File: src/rtl/pmf_pkg.sv
// Purpose: Shared constants for the miscellaneous features control block
// Assumes: 125 MHz core clock, AXI4-Lite register access with 32-bit data
// Notes:   Register bits sit in the low half of the bus word
`default_nettype none
package pmf_pkg;
  localparam int unsigned CLK_FREQ_MHZ   = 125;       // Core clock rate
  localparam int unsigned AXI_ADDR_W     = 8;         // Byte address width
  localparam logic [7:0]  MISC_OFFSET    = 8'h10;     // Misc features register
  localparam logic [1:0]  RESP_OKAY      = 2'h0;      // AXI okay answer
  localparam logic [1:0]  RESP_SLVERR    = 2'h2;      // AXI error answer
  // Field positions
  localparam int unsigned BIT_REPEATER   = 15;
  localparam int unsigned BIT_IRQ_POL    = 14;
  localparam int unsigned BIT_SQE_INHIB  = 11;
  localparam int unsigned BIT_LOOPBACK   = 10;
  localparam int unsigned BIT_AUX1_DATA  = 9;
  localparam int unsigned BIT_AUX1_DIR   = 8;
  localparam int unsigned BIT_AUX0_DATA  = 7;
  localparam int unsigned BIT_AUX0_DIR   = 6;
  localparam int unsigned BIT_APOL_DIS   = 5;
  localparam int unsigned BIT_POL_REV    = 4;
  localparam int unsigned BIT_RXCLK_GATE = 0;
  // Reset value: loopback on, both aux pins inputs, rest zero
  localparam logic [15:0] MISC_RESET     = 16'h0540;
  localparam logic [15:0] MISC_RSVD_MASK = 16'h300e;  // Reserved bits 13:12, 3:1
  // Timing counts
  localparam logic [3:0]  NLP_INV_COUNT  = 4'h8;      // Inverted link pulses to flag
  localparam logic [6:0]  RXCLK_HOLD     = 7'h40;     // Clock cycles after data valid falls
  localparam logic [1:0]  STRAP_SETTLE   = 2'h2;      // Cycles for strap through sync
  typedef enum logic [1:0] {GATE_RUN, GATE_HOLD, GATE_STOP} pmf_gate_e;
endpackage
`default_nettype wire

File: src/rtl/pmf_rxgate_if.sv
// Purpose: Carries receive clock gating signals between the register block and gate
// Assumes: Both ends on the core clock
// Notes:   ctrl drives the requests, gate returns the clock run and delayed data valid
`default_nettype none
interface pmf_rxgate_if;
  logic gate_enable;   // Gating bit from the register
  logic link_up;       // Link present
  logic force_run;     // Loopback or coding bypass active
  logic rx_dv_in;      // Raw receive data valid
  logic clk_run;       // Receive clock allowed to toggle
  logic rx_dv_out;     // Data valid aligned to the gated clock
  modport ctrl (output gate_enable, output link_up, output force_run, output rx_dv_in,
                input clk_run, input rx_dv_out);
  modport gate (input gate_enable, input link_up, input force_run, input rx_dv_in,
                output clk_run, output rx_dv_out);
endinterface
`default_nettype wire

File: src/rtl/pmf_rxgate.sv
// Purpose: Receive clock gating toward the media access controller
// Assumes: Raw data valid arrives on the core clock
// Notes:   Data valid leaves two cycles late so the clock can start one cycle early
`default_nettype none
module pmf_rxgate
  import pmf_pkg::*;
(
  input  wire logic     ref_clk_i,  // Core clock
  input  wire logic     reset_i,    // Synchronous reset, active high
  pmf_rxgate_if.gate    gate_if     // Gating controls and results
);
  pmf_gate_e  state;       // Gate state
  pmf_gate_e  next_state;
  logic [6:0] hold_cnt;    // Cycles since data valid fell
  logic [6:0] next_hold_cnt;
  logic       dv_d1;       // First delay stage of data valid
  logic       next_dv_d1;
  logic       dv_out;      // Second delay stage, seen by the controller
  logic       next_dv_out;
  logic       run;         // Clock run flag
  logic       next_run;
  logic       gating;      // Gating takes effect
  logic       active;      // Any data valid in flight

  assign gating = gate_if.gate_enable & gate_if.link_up & ~gate_if.force_run;
  assign active = gate_if.rx_dv_in | dv_d1 | dv_out;

  // Next state of the gate
  always_comb begin
    next_state    = state;
    next_hold_cnt = hold_cnt;
    next_run      = run;
    next_dv_d1    = gate_if.rx_dv_in;
    next_dv_out   = dv_d1;
    if (!gating) begin                      // Free running clock
      next_state    = GATE_RUN;
      next_run      = 1'b1;
      next_hold_cnt = 7'h00;
    end else begin
      case (state)
        GATE_RUN: begin                     // Running while data flows
          next_run = 1'b1;
          if (!active) begin
            next_state    = GATE_HOLD;
            next_hold_cnt = 7'h01;
          end
        end
        GATE_HOLD: begin                    // Keep clock after data valid fell
          next_run = 1'b1;
          if (active) begin
            next_state = GATE_RUN;
          end else if (hold_cnt == RXCLK_HOLD - 7'h01) begin
            next_state = GATE_STOP;
            next_run   = 1'b0;
          end else begin
            next_hold_cnt = hold_cnt + 7'h01;
          end
        end
        GATE_STOP: begin                    // Clock stopped while idle
          next_run = 1'b0;
          if (gate_if.rx_dv_in) begin       // Restart one cycle before data valid
            next_state = GATE_RUN;
            next_run   = 1'b1;
          end
        end
        default: begin
          next_state = GATE_RUN;
          next_run   = 1'b1;
        end
      endcase
    end
  end

  // Gate registers
  always_ff @(posedge ref_clk_i) begin
    if (reset_i) begin
      state    <= GATE_RUN;
      hold_cnt <= 7'h00;
      run      <= 1'b1;
      dv_d1    <= 1'b0;
      dv_out   <= 1'b0;
    end else begin
      state    <= next_state;
      hold_cnt <= next_hold_cnt;
      run      <= next_run;
      dv_d1    <= next_dv_d1;
      dv_out   <= next_dv_out;
    end
  end

  assign gate_if.clk_run   = run;
  assign gate_if.rx_dv_out = dv_out;
endmodule
`default_nettype wire

File: src/rtl/phy_misc_features_control.sv
// Purpose: Miscellaneous features control and status register of a 10/100 transceiver
// Assumes: AXI4-Lite master on the core clock; status strobes from core logic on same clock
// Notes:   Strap and aux pins pass a two stage synchroniser before use
//
// The AXI4-Lite interface to the registers was decided locally.
`default_nettype none
// Notes on behaviour
// - Repeater bit: no full duplex, receive-only CRS, no SQE
// - Interrupt pin polarity follows bit 14, default low
// - Bit 11 set suppresses the SQE test
// - SQE enabled: one COL pulse after transmission
// - Bit 10 enables 10BASE-T loopback, resets one
// - Bit 8 sets aux pin one direction
// - Bit 9 reads or drives aux pin one
// - Bit 6 sets aux pin zero direction
// - Bit 7 reads or drives aux pin zero
// - Bit 5 set disables automatic polarity correction
// - Auto mode: bit 4 shows detected inversion
// - Manual mode: bit 4 inverts transmitter polarity
// - Inversion after eight inverted NLPs or FLP burst
// - Bit 0 with link stops idle receive clock
// - Receive clock restarts one cycle before RX_DV
// - Receive clock stops 64 cycles after RX_DV
// - Bit 0 clear: receive clock runs continuously
// - Loopback or bypass keeps receive clock running
module phy_misc_features_control
  import pmf_pkg::*;
(
  input  wire logic                  ref_clk_i,            // Core clock
  input  wire logic                  reset_i,              // Synchronous reset, high
  // AXI4-Lite write address
  input  wire logic [AXI_ADDR_W-1:0] s_axi_awaddr_i,
  input  wire logic                  s_axi_awvalid_i,
  output logic                       s_axi_awready_o,
  // AXI4-Lite write data
  input  wire logic [31:0]           s_axi_wdata_i,
  input  wire logic [3:0]            s_axi_wstrb_i,
  input  wire logic                  s_axi_wvalid_i,
  output logic                       s_axi_wready_o,
  // AXI4-Lite write response
  output logic [1:0]                 s_axi_bresp_o,
  output logic                       s_axi_bvalid_o,
  input  wire logic                  s_axi_bready_i,
  // AXI4-Lite read address
  input  wire logic [AXI_ADDR_W-1:0] s_axi_araddr_i,
  input  wire logic                  s_axi_arvalid_i,
  output logic                       s_axi_arready_o,
  // AXI4-Lite read data
  output logic [31:0]                s_axi_rdata_o,
  output logic [1:0]                 s_axi_rresp_o,
  output logic                       s_axi_rvalid_o,
  input  wire logic                  s_axi_rready_i,
  // Pins
  input  wire logic                  repeater_strap_pin_i, // Repeater strap level
  output logic                       irq_output_pin_o,     // Interrupt pin level
  input  wire logic [1:0]            aux_pin_i,            // Aux pin levels
  output logic [1:0]                 aux_pin_o,            // Aux pin drive values
  output logic [1:0]                 aux_pin_oe_o,         // Aux pin drive enables
  // Core status
  input  wire logic                  irq_request_i,        // Core interrupt request
  input  wire logic                  ten_base_t_i,         // 10BASE-T mode active
  input  wire logic                  tx_en_i,              // MAC transmit enable
  input  wire logic                  nlp_strobe_i,         // Link pulse received
  input  wire logic                  flp_strobe_i,         // Fast link burst received
  input  wire logic                  pulse_inverted_i,     // Received pulse inverted
  input  wire logic                  link_up_i,            // Link present
  input  wire logic                  loopback_active_i,    // Any loopback mode on
  input  wire logic                  pcs_bypass_i,         // Coding sublayer bypass
  input  wire logic                  rx_dv_i,              // Raw receive data valid
  // Core controls
  output logic                       full_duplex_allow_o,  // Full duplex permitted
  output logic                       crs_rx_only_o,        // CRS on receive only
  output logic                       sqe_col_o,            // SQE test collision pulse
  output logic                       ten_loopback_o,       // 10BASE-T loopback on
  output logic                       rx_pol_invert_o,      // Receive polarity correction
  output logic                       tx_pol_invert_o,      // Transmit polarity invert
  output logic                       rx_clk_run_o,         // Receive clock enable
  output logic                       rx_dv_o               // Aligned receive data valid
);
  pmf_rxgate_if gate_if ();                 // Link to the clock gate

  // Synchronisers for pins
  logic [2:0] sync_a;                       // First stage: strap, aux pins
  logic [2:0] sync_b;                       // Second stage
  // Register and control state
  logic [15:0] misc;                        // Stored register bits
  logic [15:0] next_misc;
  logic [1:0]  strap_cnt;                   // Cycles since reset release
  logic [1:0]  next_strap_cnt;
  logic        pol_detect;                  // Inversion detected
  logic        next_pol_detect;
  logic [3:0]  nlp_cnt;                     // Consecutive inverted link pulses
  logic [3:0]  next_nlp_cnt;
  logic        tx_en_d;                     // Transmit enable last cycle
  logic        next_tx_en_d;
  logic [15:0] read_view;                   // Register as software sees it
  // Bus state
  logic        aw_held;                     // Write address taken
  logic        next_aw_held;
  logic        w_held;                      // Write data taken
  logic        next_w_held;
  logic [AXI_ADDR_W-1:0] aw_addr;           // Taken write address
  logic [AXI_ADDR_W-1:0] next_aw_addr;
  logic [31:0] w_data;                      // Taken write data
  logic [31:0] next_w_data;
  logic [3:0]  w_strb;                      // Taken byte strobes
  logic [3:0]  next_w_strb;
  logic        bvalid;
  logic        next_bvalid;
  logic [1:0]  bresp;
  logic [1:0]  next_bresp;
  logic        rvalid;
  logic        next_rvalid;
  logic [1:0]  rresp;
  logic [1:0]  next_rresp;
  logic [31:0] rdata;
  logic [31:0] next_rdata;
  logic        do_write;                    // Address and data both present
  logic        hit_write;                   // Write to the mapped register
  logic [15:0] wmask;                       // Bits written by strobes
  // Registered outputs
  logic [7:0]  outs;                        // Control outputs
  logic [7:0]  next_outs;
  logic [1:0]  aux_o;
  logic [1:0]  next_aux_o;
  logic [1:0]  aux_oe;
  logic [1:0]  next_aux_oe;

  // Pin synchroniser, second stage alone feeds logic
  always_ff @(posedge ref_clk_i) begin
    if (reset_i) begin
      sync_a <= 3'h0;
      sync_b <= 3'h0;
    end else begin
      sync_a <= {repeater_strap_pin_i, aux_pin_i};
      sync_b <= sync_a;
    end
  end

  // Register view: reserved reads zero, pin bits follow direction
  always_comb begin
    read_view = misc & ~MISC_RSVD_MASK;
    if (misc[BIT_AUX1_DIR]) begin
      read_view[BIT_AUX1_DATA] = sync_b[1];
    end
    if (misc[BIT_AUX0_DIR]) begin
      read_view[BIT_AUX0_DATA] = sync_b[0];
    end
    if (!misc[BIT_APOL_DIS]) begin
      read_view[BIT_POL_REV] = pol_detect;
    end
  end

  assign do_write  = aw_held & w_held & ~bvalid;
  assign hit_write = do_write & (aw_addr == MISC_OFFSET);
  assign wmask     = {{8{w_strb[1]}}, {8{w_strb[0]}}};

  // Next values of the register, strap load and polarity detector
  always_comb begin
    next_misc       = misc;
    next_strap_cnt  = strap_cnt;
    next_pol_detect = pol_detect;
    next_nlp_cnt    = nlp_cnt;
    next_tx_en_d    = tx_en_i;
    if (hit_write) begin                    // Reserved bits kept at zero
      next_misc = ((misc & ~wmask) | (w_data[15:0] & wmask)) & ~MISC_RSVD_MASK;
    end
    if (strap_cnt != STRAP_SETTLE + 2'h1) begin // Strap seen through synchroniser
      next_strap_cnt = strap_cnt + 2'h1;
      if (strap_cnt == STRAP_SETTLE) begin
        next_misc[BIT_REPEATER] = sync_b[2];
      end
    end
    if (nlp_strobe_i) begin                 // Eight inverted link pulses
      if (!pulse_inverted_i) begin
        next_nlp_cnt    = 4'h0;
        next_pol_detect = 1'b0;
      end else if (nlp_cnt == NLP_INV_COUNT - 4'h1) begin
        next_nlp_cnt    = NLP_INV_COUNT;
        next_pol_detect = 1'b1;
      end else if (nlp_cnt != NLP_INV_COUNT) begin
        next_nlp_cnt = nlp_cnt + 4'h1;
      end
    end
    if (flp_strobe_i) begin                 // One inverted burst suffices
      next_pol_detect = pulse_inverted_i;
      next_nlp_cnt    = 4'h0;
    end
  end

  // Register state
  always_ff @(posedge ref_clk_i) begin
    if (reset_i) begin
      misc       <= MISC_RESET;             // Defaults
      strap_cnt  <= 2'h0;
      pol_detect <= 1'b0;
      nlp_cnt    <= 4'h0;
      tx_en_d    <= 1'b0;
    end else begin
      misc       <= next_misc;
      strap_cnt  <= next_strap_cnt;
      pol_detect <= next_pol_detect;
      nlp_cnt    <= next_nlp_cnt;
      tx_en_d    <= next_tx_en_d;
    end
  end

  // Next values of the bus slave
  always_comb begin
    next_aw_held = aw_held;
    next_w_held  = w_held;
    next_aw_addr = aw_addr;
    next_w_data  = w_data;
    next_w_strb  = w_strb;
    next_bvalid  = bvalid;
    next_bresp   = bresp;
    next_rvalid  = rvalid;
    next_rresp   = rresp;
    next_rdata   = rdata;
    if (!aw_held && s_axi_awvalid_i) begin  // Address taken alone or with data
      next_aw_held = 1'b1;
      next_aw_addr = s_axi_awaddr_i;
    end
    if (!w_held && s_axi_wvalid_i) begin    // Data taken alone or with address
      next_w_held = 1'b1;
      next_w_data = s_axi_wdata_i;
      next_w_strb = s_axi_wstrb_i;
    end
    if (do_write) begin                     // Answer once both are held
      next_bvalid  = 1'b1;
      next_bresp   = hit_write ? RESP_OKAY : RESP_SLVERR;
      next_aw_held = 1'b0;
      next_w_held  = 1'b0;
    end
    if (bvalid && s_axi_bready_i) begin
      next_bvalid = 1'b0;
    end
    if (!rvalid && s_axi_arvalid_i) begin   // Read answered next cycle
      next_rvalid = 1'b1;
      if (s_axi_araddr_i == MISC_OFFSET) begin
        next_rdata = {16'h0000, read_view};
        next_rresp = RESP_OKAY;
      end else begin
        next_rdata = 32'h0000_0000;
        next_rresp = RESP_SLVERR;
      end
    end else if (rvalid && s_axi_rready_i) begin
      next_rvalid = 1'b0;
    end
  end

  // Bus slave state
  always_ff @(posedge ref_clk_i) begin
    if (reset_i) begin
      aw_held <= 1'b0;
      w_held  <= 1'b0;
      aw_addr <= '0;
      w_data  <= 32'h0000_0000;
      w_strb  <= 4'h0;
      bvalid  <= 1'b0;
      bresp   <= RESP_OKAY;
      rvalid  <= 1'b0;
      rresp   <= RESP_OKAY;
      rdata   <= 32'h0000_0000;
    end else begin
      aw_held <= next_aw_held;
      w_held  <= next_w_held;
      aw_addr <= next_aw_addr;
      w_data  <= next_w_data;
      w_strb  <= next_w_strb;
      bvalid  <= next_bvalid;
      bresp   <= next_bresp;
      rvalid  <= next_rvalid;
      rresp   <= next_rresp;
      rdata   <= next_rdata;
    end
  end

  // Next values of the control outputs and pins
  always_comb begin
    next_outs[0] = ~misc[BIT_REPEATER];
    next_outs[1] = misc[BIT_REPEATER];
    next_outs[2] = tx_en_d & ~tx_en_i & ten_base_t_i
                   & ~misc[BIT_SQE_INHIB] & ~misc[BIT_REPEATER];
    next_outs[3] = misc[BIT_LOOPBACK] & ten_base_t_i;
    next_outs[4] = ~misc[BIT_APOL_DIS] & pol_detect;
    next_outs[5] = misc[BIT_APOL_DIS] & misc[BIT_POL_REV];
    next_outs[6] = misc[BIT_IRQ_POL] ? irq_request_i : ~irq_request_i;
    next_outs[7] = 1'b0;
    next_aux_oe  = {~misc[BIT_AUX1_DIR], ~misc[BIT_AUX0_DIR]};
    next_aux_o   = {misc[BIT_AUX1_DATA], misc[BIT_AUX0_DATA]};
  end

  // Output registers
  always_ff @(posedge ref_clk_i) begin
    if (reset_i) begin
      outs   <= 8'h41;                      // Duplex allowed, interrupt idle high
      aux_o  <= 2'h0;
      aux_oe <= 2'h0;
    end else begin
      outs   <= next_outs;
      aux_o  <= next_aux_o;
      aux_oe <= next_aux_oe;
    end
  end

  // Receive clock gate controls
  assign gate_if.gate_enable = misc[BIT_RXCLK_GATE];
  assign gate_if.link_up     = link_up_i;
  assign gate_if.force_run   = loopback_active_i | pcs_bypass_i;
  assign gate_if.rx_dv_in    = rx_dv_i;

  pmf_rxgate u_rxgate (
    .ref_clk_i (ref_clk_i),
    .reset_i   (reset_i),
    .gate_if   (gate_if)
  );

  assign s_axi_awready_o     = ~aw_held;
  assign s_axi_wready_o      = ~w_held;
  assign s_axi_bresp_o       = bresp;
  assign s_axi_bvalid_o      = bvalid;
  assign s_axi_arready_o     = ~rvalid;
  assign s_axi_rdata_o       = rdata;
  assign s_axi_rresp_o       = rresp;
  assign s_axi_rvalid_o      = rvalid;
  assign full_duplex_allow_o = outs[0];
  assign crs_rx_only_o       = outs[1];
  assign sqe_col_o           = outs[2];
  assign ten_loopback_o      = outs[3];
  assign rx_pol_invert_o     = outs[4];
  assign tx_pol_invert_o     = outs[5];
  assign irq_output_pin_o    = outs[6];
  assign aux_pin_o           = aux_o;
  assign aux_pin_oe_o        = aux_oe;
  assign rx_clk_run_o        = gate_if.clk_run;
  assign rx_dv_o             = gate_if.rx_dv_out;
endmodule
`default_nettype wire

File: config.mk
export PLATFORM = sky130hd
export DESIGN_NAME = phy_misc_features_control
export DESIGN_NICKNAME = d
export VERILOG_FILES = /design/src/rtl/pmf_pkg.sv /design/src/rtl/pmf_rxgate_if.sv /design/src/rtl/pmf_rxgate.sv /design/src/rtl/phy_misc_features_control.sv
export SDC_FILE = /design/constraint.sdc
export NUM_CORES = 1
export LEC_CHECK = 0
export BUFFER_PORTS_ARGS = -buffer_cell sky130_fd_sc_hd__buf_2
export CORE_UTILIZATION = 50
export CTS_CLUSTER_SIZE = 8
export DETAILED_ROUTE_END_ITERATION = 8
export GPL_TIMING_DRIVEN = 0
export PLACE_DENSITY = 0.85
export SETUP_SLACK_MARGIN = 0.3
export SLEW_MARGIN = 10
export SYNTH_ARGS = -nofsm -noshare
export SYNTH_HDL_FRONTEND = slang
export SYNTH_HIERARCHICAL = 1
export SYNTH_SLANG_ARGS = --single-unit
File: constraint.sdc
create_clock -name ref_clk_i -period 2.3 [get_ports ref_clk_i]
set_input_delay 0.115 -clock ref_clk_i [delete_from_list [all_inputs] [get_ports ref_clk_i]]
set_output_delay 0.115 -clock ref_clk_i [all_outputs]
set_load 0.01 [all_outputs]
==> metrics.md, run 1 <==
| Metric | Value |
|---|---|
| Cell with the most instances after synthesis | `dfxtp_1` |
| Global Route met2 Usage | `39.18%` |
| Area Growth Syn to Fin | `25.20%` |
| Crit start category | `flip-flop` |
| Setup crit end kind | `flip-flop` |
| Share of the synthesized area in the top cell type | `between 40% and 50%` |
| Worst min path class | `input pin to flip-flop` |
| Final Cell Area | `about 0.0046 sq mm` |
| Crit path to | `u_rxgate/hold_cnt[0]$_SDFFE_PP0P_` |
| Clk sinks | `86` |
| R2R depth | `7` |
| Synth Cell Area | `approximately 0.0037 sq mm` |
| Core Region | `0.006944 sq mm` |
| Met1 usage | `28.17%` |
| Clock buffer depth | `2` |
| Row Count | `30` |
| CTS H-Tree Depth | `3` |
| Tot Pwr | `2.995 mW` |
| PortBufs | `78` |
| Top post-synthesis cells by area | `dfxtp_1 47%, a21oi_1 5.9%, nand2_1 4.9%` |
| Worst vdd ir | `0.3397 mV` |
| Worst-margin pin slew | `approximately 0.57 ns` |
| Ys flop type | `dfxtp_1` |
| Cell taking the most area after synthesis | `dfxtp_1` |
| Ratio of cells with drive above 1 in the final layout | `around 26%` |
| Final critical-path share of the clock period | `between 70% and 80%` |
| Initial antenna violation count | `0` |
| R2r setup slk | `0.52 ns` |
| GRT Resource Usage Total | `a little under a quarter` |
| Nets@finish | `about 600` |
| RSZ-0062 raised after global routing | `no` |
| Vias/cell | `5.257` |
| Met3 GRT Util | `4.430%` |
| Total routed wirelength | `roughly 8700 um` |
| Largest net degree at the start of global routing | `15` |
| Worst R2R Start | `u_rxgate/state[1]$_SDFFE_PP0P_` |
| Status | `finished, final reports clean` |
| Arrival @ worst endpoint | `about 2.0 ns` |
| Via Count | `between 3000 and 4000` |
| YS warnings | `6` |
| Number of cells produced by synthesis | `412` |
| I/O Pins | `roughly 130` |
| Slew Limit Headroom | `between 60% and 70%` |
| Critical Path Start | `u_rxgate/state[1]$_SDFFE_PP0P_` |
| Pre-Repair DR Iteration Count | `5` |
| Die Wd | `approximately 88 um` |
| Fin crit period | `around 1.8 ns` |
| DR WL/cell | `around 14 um` |
| Vias in the first global route | `a little over 3000` |
| Crit-path cells | `inv_1, ha_1, clkbuf_2, nor4b_2, o31a_1, mux2_2, nor2_1` |
| Final core occ | `~66%` |
| DPL Wire Length | `around 6200 um` |
| Commonest cells in the netlist | `86 x dfxtp_1, 48 x nand2_1, 43 x a21oi_1` |
| Worst-path clk slew | `0.09 ns` |
| Largest stage delay, worst path | `about 0.36 ns` |
| # diodes | `0` |
| R2r endpoint | `u_rxgate/hold_cnt[0]$_SDFFE_PP0P_` |
| Critical path class | `flip-flop to flip-flop` |
| Root Buffer | `clkbuf_8` |
| Cell area after placement | `roughly 0.0043 sq mm` |
| CTS tree | `built` |
| FMAX | `between 0.5 and 0.6 GHz` |
| Initial DRC Count | `about 130` |
| Fin. Hold Viols | `0` |
| Final Skew | `0.01300 ns` |
| Initial Utilization | `a little over half` |
| Antenna Nets Post-Route | `0` |
| GRT Max-Usage Layer | `met2` |
| Number of distinct library cells after synthesis | `49` |
| GRT Residual Overflow | `0` |
| Routability cong. | `about 0.84` |
| # DRC | `0` |
| Slowest-stage cell, CP | `o31a_1` |
| First-pass GRT wire length | `around 14000 um` |
| CTS buffer count | `9` |
| Pwr dens | `650.9 mW/mm^2` |
| Worst Path Required | `approximately 2.5 ns` |
| Crit path max fanout | `10` |
| #FFs+latches synth | `86` |
| Clk_lat worst skew | `0.35 ns` |
| Max-cap check violation count | `0` |
| Avg Inst Size Synth | `slightly below 9 sq um` |
| Finish-stage setup viols | `0` |
| Die Footprint | `around 0.0077 sq mm` |
| Max-slew violations | `0` |
| Register area share after synthesis | `between 40 and 50%` |
| EDFF count, synth | `0` |
| Die Span Y | `~88 um` |
| Setup TNS | `0 ns` |
| LEAKAGE | `~2.0 nW` |
| Synth async-reset ratio | `0%` |
[cell usage in the layout, fill, tap and decap left out, drive strengths merged, types with 2 or more instances in the layout]
cell type	count
nor4b	3
o2bb2ai	3
mux2	5
and3b	2
nand2b	6
clkinv	2
nor4	4
o31ai	8
o21bai	3
nand3b	2
o21ai	7
nand3	4
a21oi	43
nor2	26
mux2i	10
nor2b	15
nor3	7
nand4b	4
and2	2
dfxtp	86
a31oi	5
or2	4
inv	14
dlygate4sd3	12
clkbuf	27
o211ai	2
ha	8
or4	4
conb	23
and4b	4
xor2	2
nand2	48
buf	109
nand4	22
a311oi	2
[final cells by class]
type | count | area (sq um)
tap | 96 | 120.1
timing repair buffer | 91 | 518.0
sequential | 86 | 1722
clock buffer | 11 | 141.4
inverter | 13 | 48.80
clock inverter | 5 | 56.30
fill | 549 | 2344
buffer | 46 | 276.5
multi-input combinational | 289 | 1718
[layer usage]
metal,part of all wire (%),wire (um),vias to the layer above
met2,48,4201,137
met3,5.9,513,22
li1,-,-,1648
met4,3.2,278,0
met1,43,3738,1542
met5,0,0,-
[metrics by stage]
stage          worst slack, ns  hold WS (ns)  std cells
3_3_place_gp            0.4208        0.3231        608
4_1_cts                 0.3512      0.001350        636
5_1_grt                 0.4242       0.01536        637
3_5_place_dp            0.3804        0.3341        608
6_report                0.5232      0.005148        637
2_1_floorplan           0.6379        0.1817        434
[what timing repair did]
action | CTS | global route
hold buffers | 12 | 0
setup endpoints to repair | 0 | 7
hold endpoints to repair | 12 | 0
gates resized for setup | 0 | 3
buffers inserted | 0 | 1
[critical path: cells and delay by family (launching register included)]
kind | cells | cell delay (ns)
adders and majority gates | 1 | 0.15
and+or+nand+nor | 2 | 0.33
buffers and inverters | 2 | 0.30
AOI/OAI and AO/OA | 1 | 0.36
muxes | 1 | 0.22
DFF | 1 | 0.32
[cells by family after synthesis]
| group | after synthesis | synth area share (%) |
|---|---|---|
| AO/OA/AOI/OAI | 78 | 12.60 |
| XOR/XNOR | 2 | 0.4768 |
| adder cells (fa/ha/maj) | 8 | 2.724 |
| buffers and inverters | 59 | 8.819 |
| flip-flops | 86 | 46.85 |
| multiplexers | 15 | 4.256 |
| other | 1 | 0.1020 |
| AND/OR/NAND/NOR | 163 | 24.17 |
[worst min-delay path by stage]
| stage | startpoint | endpoint | slack [ns] | depth (start not counted) |
|---|---|---|---|---|
| after detailed placement | repeater_strap_pin_i | sync_a[2]$_SDFF_PP0_ | 0.33 | 2 |
| after floorplan | reset_i | u_rxgate/dv_d1$_SDFF_PP0_ | 0.18 | 1 |
| after CTS | s_axi_wdata_i[11] | w_data[11]$_SDFFE_PP0P_ | 0.001 | 3 |
| after global routing | s_axi_awaddr_i[4] | aw_addr[4]$_SDFFE_PP0P_ | 0.02 | 3 |
| final | s_axi_awaddr_i[4] | aw_addr[4]$_SDFFE_PP0P_ | 0.005 | 3 |
| after global placement | repeater_strap_pin_i | sync_a[2]$_SDFF_PP0_ | 0.32 | 2 |
[report_power, final]
part | internal, mW | switching [mW] | leakage (nW)
Clock | 0.532 | 0.523 | 0.0997
Sequential | 1.54 | 0.0419 | 0.701
Combinational | 0.161 | 0.192 | 1.19
Total | 2.24 | 0.756 | 1.99
No activity file was read; power rests on OpenSTA's default activity.
==> run 2: changes to the inputs <==
clock period = 1.75 ns   (was 2.3 ns; I/O delays follow)
==> run 2 against run 1 <==
Sequential share of layout area down 3.6 points. Final area rose by 12%. Register-to-register slack got worse by 0.40 ns. Sequential power grew 31%. Fmax increased by 9.5%. Critical path type unchanged. Power is 38% higher. Largest cell class is now multi-input gates. Cell count up 4.6%. Die area unchanged. First-iteration DRC count increased by 63%. Clock power increased by 40%.
==> metrics.md, run 2 (synthesis gave the netlist of run 1 again) <==
| Metric | Value |
|---|---|
| Root Buffer | `clkbuf_8` |
| Logic pwr share | `13.7% (+1.9 points)` |
| Largest net degree at the start of global routing | `16 (+1)` |
| DR WL/cell | `15.32 um (+12%)` |
| # DRC | `0 (unchanged)` |
| Total routed wirelength | `10200 um (+17%)` |
| Fin. Hold Viols | `0 (unchanged)` |
| Final Skew | `0.01807 ns (+0.005070 ns)` |
| Cell area after placement | `0.004304 sq mm (+0.85%)` |
| Finish-stage setup viols | `0 (unchanged)` |
| Vias/cell | `5.375 (+2.2%)` |
| Critical path class | `flip-flop to flip-flop` |
| CTS buffer count | `9 (unchanged)` |
| FMAX | `0.6164 GHz (+9.5%)` |
| Final Cell Area | `0.005141 sq mm (+12%)` |
| Die Wd | `87.73 um (unchanged)` |
| Pre-Repair DR Iteration Count | `5 (unchanged)` |
| Clk_lat worst skew | `0.36 ns (about the same)` |
| Critical Path Start | `aw_addr[3]$_SDFFE_PP0P_` |
| RSZ-0062 raised after global routing | `yes` |
| Setup TNS | `0 ns (unchanged)` |
| Filler Cell Count | `448 (-18%)` |
| Nets@finish | `645 (+4.7%)` |
| Most common cell after layout, fill and taps aside | `buf_2` |
| Row Count | `30 (unchanged)` |
| Initial DRC Count | `219 (+63%)` |
| GRT Resource Usage Total | `25.72% (+2.3 points)` |
| Crit path max fanout | `5 (-5)` |
| I/O Pins | `126 (unchanged)` |
| Clock buffer depth | `2 (unchanged)` |
| Core Region | `0.006944 sq mm (unchanged)` |
| Status | `finished, final reports clean` |
| Setup crit end kind | `flip-flop` |
| Worst R2R Start | `aw_addr[3]$_SDFFE_PP0P_` |
| LEAKAGE | `2.195 nW (+10%)` |
| Initial Utilization | `52.92% (unchanged)` |
| Initial antenna violation count | `0 (unchanged)` |
| Die Span Y | `87.73 um (unchanged)` |
| DPL Wire Length | `6251 um (+0.13%)` |
| Vias in the first global route | `3218 (+4.6%)` |
| Worst min path class | `input pin to flip-flop` |
| Routability cong. | `0.8360 (-1.0%)` |
| Crit start category | `flip-flop` |
| Worst-margin pin slew | `0.5747 ns (+0.008768 ns)` |
| Max-cap check violation count | `0 (unchanged)` |
| Most frequent cells in the layout | `83 x buf_2, 75 x dfxtp_1, 48 x nand2_1` |
| R2r setup slk | `0.13 ns (-0.40 ns)` |
| Worst Path Required | `1.97 ns (-0.57 ns)` |
| Pwr dens | `805.7 mW/mm^2 (+24%)` |
| CTS H-Tree Depth | `3 (unchanged)` |
| Worst vdd ir | `0.5543 mV (+63%)` |
| Switching power share of the total | `26.36% (+1.1 points)` |
| Sequential share of power | `50.5% (-2.5 points)` |
| Via Count | `3580 (+6.9%)` |
| Ratio of cells with drive above 1 in the final layout | `34.21% (+8.7 points)` |
| CTS tree | `built` |
| GRT Residual Overflow | `0 (unchanged)` |
| PortBufs | `78 (unchanged)` |
| Share of total power in the clock network | `35.8% (+0.6 points)` |
| Antenna Nets Post-Route | `0 (unchanged)` |
| Final critical-path share of the clock period | `92.71% (+15 points)` |
| Worst-path clk slew | `0.09 ns (about the same)` |
| Fin crit period | `1.622 ns (-0.1544 ns)` |
| First-pass GRT wire length | `15240 um (+10%)` |
| R2R depth | `4 (-3)` |
| Arrival @ worst endpoint | `1.84 ns (-0.18 ns)` |
| # diodes | `0 (unchanged)` |
| Slew Limit Headroom | `61.14% (-0.59 points)` |
| Sw power | `1.092 mW (+44%)` |
| Area Growth Syn to Fin | `39.90%` |
| Int Pwr | `3.050 mW (+36%)` |
| Clk sinks | `86 (unchanged)` |
| Die Footprint | `0.007697 sq mm (unchanged)` |
| Max-slew violations | `0 (unchanged)` |
run 2: routing by layer:
metal	vias up	track usage, %	wire length [um]
met3	23	4.807	615
met1	1650	31.05	4209
met5	-	0	0
li1	1720	-	-
met4	0	9.985	266
met2	187	45.17	5113
run 2: layout make-up:
| class | count | area [sq um] | share of cell area [%] |
|---|---|---|---|
| Buffer | 46 | 310.3 | 6.036 |
| Clock buffer | 11 | 151.4 | 2.945 |
| Inverter | 13 | 48.80 | 0.9491 |
| Timing Repair Buffer | 120 | 794.5 | 15.45 |
| Tap cell | 96 | 120.1 | 2.336 |
| Sequential cell | 86 | 1738 | 33.80 |
| Clock inverter | 5 | 63.81 | 1.241 |
| Multi-Input combinational cell | 289 | 1914 | 37.24 |
run 2: worst min-delay path by stage:
stage                         startpoint                                     to  slack [ns]  cells after the start
global placement    repeater_strap_pin_i                   sync_a[2]$_SDFF_PP0_        0.30                      2
CTS                              reset_i              u_rxgate/dv_d1$_SDFF_PP0_       0.003                      2
finish                 s_axi_awaddr_i[2]                aw_addr[2]$_SDFFE_PP0P_       0.006                      3
detailed placement          aux_pin_i[1]                   sync_a[1]$_SDFF_PP0_        0.30                      2
global route           s_axi_awaddr_i[2]                aw_addr[2]$_SDFFE_PP0P_        0.02                      3
floorplan                        reset_i  u_rxgate/gate_if.rx_dv_out$_SDFF_PP0_        0.15                      1
run 2: power groups by stage:
stage               logic (mW)  registers (mW)  clock network [mW]
global route             0.619            2.10                1.57
finish                   0.569            2.09                1.48
CTS                      0.517            2.09                1.48
global placement         0.418            2.12                   0
detailed placement       0.434            2.13                   0
floorplan                0.289            2.12                   0
run 2: what timing repair did:
item | 4_1_cts | 5_1_grt
gates cloned | 1 | 1
endpoints found under the setup margin | 19 | 39
buffers inserted | 10 | 6
hold endpoints to repair | 24 | 0
hold buffers | 24 | 0
gates resized for setup | 34 | 24
pin swaps | 7 | 12
run 2: worst max-delay path: stages, from the launching register on:
cell and delay [ns]:
dfxtp_2 0.34, or4b_4 0.58, buf_12 0.17, o31ai_2 0.30, a21oi_1 0.10
run 2: metrics by stage:
| step | util, % | worst slack [ns] | power (mW) | hold slack (ns) | cells |
|---|---|---|---|---|---|
| global placement | 61.98 | 0.06919 | 2.542 | 0.2960 | 608 |
| global route | 74.04 | 0.06422 | 4.293 | 0.01910 | 666 |
| CTS | 71.44 | 0.2467 | 4.080 | 0.002766 | 659 |
| finish | 74.04 | 0.1276 | 4.142 | 0.006474 | 666 |
| floorplan | - | 0.2573 | 2.412 | 0.1517 | 434 |
| detailed placement | 61.98 | 0.04136 | 2.564 | 0.3030 | 608 |
==> run 3: changes to the inputs <==
CORE_UTILIZATION = 34   (was 50)
PLACE_DENSITY = 0.63   (was 0.85)
==> run 3 against run 2 <==
Worst hold slack better by 0.0018 ns. Setup slack better by 0.055 ns. Register-to-register slack better by 0.05 ns. Largest power group unchanged.
==> metrics.md, run 3 (synthesis gave the netlist of run 1 again) <==
| Metric | Value |
|---|---|
| Status | `finished, final reports clean` |
| GRT Residual Overflow | `0 (unchanged)` |
| Clk sinks | `86 (unchanged)` |
| Crit path max fanout | `7 (+2)` |
| Most frequent cells in the layout | `84 x buf_2, 71 x dfxtp_1, 48 x nand2_1` |
| Routability cong. | `0.7915 (-5.3%)` |
| Max-slew violations | `0 (unchanged)` |
| LEAKAGE | `2.222 nW (+1.2%)` |
| Total routed wirelength | `9397 um (-7.9%)` |
| RSZ-0062 raised after global routing | `yes` |
| Root Buffer | `clkbuf_8` |
| CTS buffer count | `9 (unchanged)` |
| Clock buffer depth | `2 (unchanged)` |
| Via Count | `3436 (-4.0%)` |
| Die Wd | `106.0 um (+21%)` |
| Vias/cell | `4.826 (-10%)` |
| Worst Path Required | `1.99 ns (+0.02 ns)` |
| Crit start category | `flip-flop` |
| DPL Wire Length | `6476 um (+3.6%)` |
| Initial Utilization | `35.28% (-18 points)` |
| Metal3 WL | `407 um (-34%)` |
| Most common cell after layout, fill and taps aside | `buf_2` |
| Pre-Repair DR Iteration Count | `4 (-1)` |
| Fin. Hold Viols | `0 (unchanged)` |
| Slowest-stage cell, CP | `dfxtp_2` |
| # diodes | `0 (unchanged)` |
| Initial DRC Count | `160 (-27%)` |
| Row Count | `37 (+23%)` |
| Final core occ | `50.68% (-23 points)` |
| GRT Resource Usage Total | `17.22% (-8.5 points)` |
| Ratio of cells with drive above 1 in the final layout | `34.38% (+0.16 points)` |
| Crit-path cells | `inv_2, ha_4, buf_8, or2_4, o211ai_1, buf_4, mux2i_1, nor2_1` |
| FMAX | `0.6379 GHz (+3.5%)` |
| DR WL/cell | `13.20 um (-14%)` |
| Setup crit end kind | `flip-flop` |
| WL met2 | `4743 um (-7.2%)` |
| Antenna Nets Post-Route | `0 (unchanged)` |
| Worst vdd ir | `0.4099 mV (-26%)` |
| Area Growth Syn to Fin | `43.65%` |
| Tot Pwr | `4.230 mW (+2.1%)` |
| Final Skew | `0.01655 ns (-0.001516 ns)` |
| # DRC | `0 (unchanged)` |
| Setup TNS | `0 ns (unchanged)` |
| Largest stage delay, worst path | `0.34 ns (-0.24 ns)` |
| Initial antenna violation count | `0 (unchanged)` |
| Die Footprint | `0.01123 sq mm (+46%)` |
| Max-cap check violation count | `0 (unchanged)` |
| Die Span Y | `106.0 um (+21%)` |
| CTS H-Tree Depth | `3 (unchanged)` |
| DR top layer | `met4` |
| PortBufs | `78 (unchanged)` |
| Worst-path clk slew | `0.08 ns (about the same)` |
| Fin crit period | `1.568 ns (-0.05478 ns)` |
| First-pass GRT wire length | `15380 um (+0.91%)` |
| Pwr dens | `801.3 mW/mm^2 (-0.55%)` |
| Core Region | `0.01042 sq mm (+50%)` |
| CTS tree | `built` |
| Worst min path class | `input pin to flip-flop` |
| Clk_lat worst skew | `0.36 ns (about the same)` |
| Critical path class | `flip-flop to flip-flop` |
| Finish-stage setup viols | `0 (unchanged)` |
| I/O Pins | `126 (unchanged)` |
| M1 WL | `4056 um (-3.6%)` |
| Nets@finish | `652 (+1.1%)` |
| Worst-margin pin slew | `0.5746 ns (-0.0001951 ns)` |
| Slew Limit Headroom | `61.16% (about the same)` |
| Vias in the first global route | `3250 (+0.99%)` |
| Final critical-path share of the clock period | `89.58% (-3.1 points)` |
| Arrival @ worst endpoint | `1.81 ns (-0.03 ns)` |
| Largest net degree at the start of global routing | `15 (-1)` |
run 3: per-layer routing:
metal | up-vias | track usage, %
met4 | 0 | 6.746
met1 | 1603 | 21.40
met5 | - | 0
met2 | 95 | 29.74
met3 | 15 | 2.759
li1 | 1723 | -
run 3: where the power goes:
group	total, mW	internal [mW]	switching, mW	leakage [nW]
clock network	1.57	0.849	0.723	0.112
registers	2.09	2.03	0.0598	0.709
logic	0.568	0.280	0.288	1.40
run 3: final cells by class:
class	instances	area, sq um
fill	990	5137
multi-input combinational	289	1939
sequential	86	1750
timing repair buffer	127	839.6
buffer	46	309.0
tap	136	170.2
clock buffer	11	141.4
clock inverter	4	80.08
inverter	13	48.80
run 3: path summary, 6_finish.rpt:
kind	slack [ns]	start	cells after the start	to
setup / recovery	0.18	u_rxgate/state[1]$_SDFFE_PP0P_	8	u_rxgate/hold_cnt[1]$_SDFFE_PP0P_
hold / removal	0.008	ten_base_t_i	2	outs[3]$_SDFF_PP0_
setup reg to reg	0.18	u_rxgate/state[1]$_SDFFE_PP0P_	8	u_rxgate/hold_cnt[1]$_SDFFE_PP0P_
hold reg to reg	0.45	sync_a[0]$_SDFF_PP0_	1	sync_b[0]$_SDFF_PP0_
run 3: per-stage QoR:
step / hold slack, ns / instance area, sq um / std cells / setup WS (ns)
6_report: 0.008295 / 5279 / 712 / 0.1824
5_1_grt: 0.004653 / 5279 / 712 / 0.1264
4_1_cts: 0.002216 / 5131 / 708 / 0.2397
3_5_place_dp: 0.3055 / 4354 / 648 / -0.01000
3_3_place_gp: 0.3015 / 4354 / 648 / 0.03661
2_1_floorplan: 0.1517 / 3794 / 434 / 0.2573
run 3: worst max-delay path: cells and delay by family (launching register included):
kind / cells / cell delay [ns]
muxes: 1 / 0.18
adders and majority gates: 1 / 0.15
buffers and inverters: 3 / 0.35
AOI/OAI and AO/OA: 1 / 0.12
and+or+nand+nor: 2 / 0.31
DFF: 1 / 0.34
run 3: repair_timing:
action                                 CTS  global route
hold buffers                            28             0
gates resized for setup                 42            28
buffers inserted                        15             4
pin swaps                               21            21
cloned                                   2             0
setup endpoints to repair               19            35
endpoints found under the hold margin   28             0
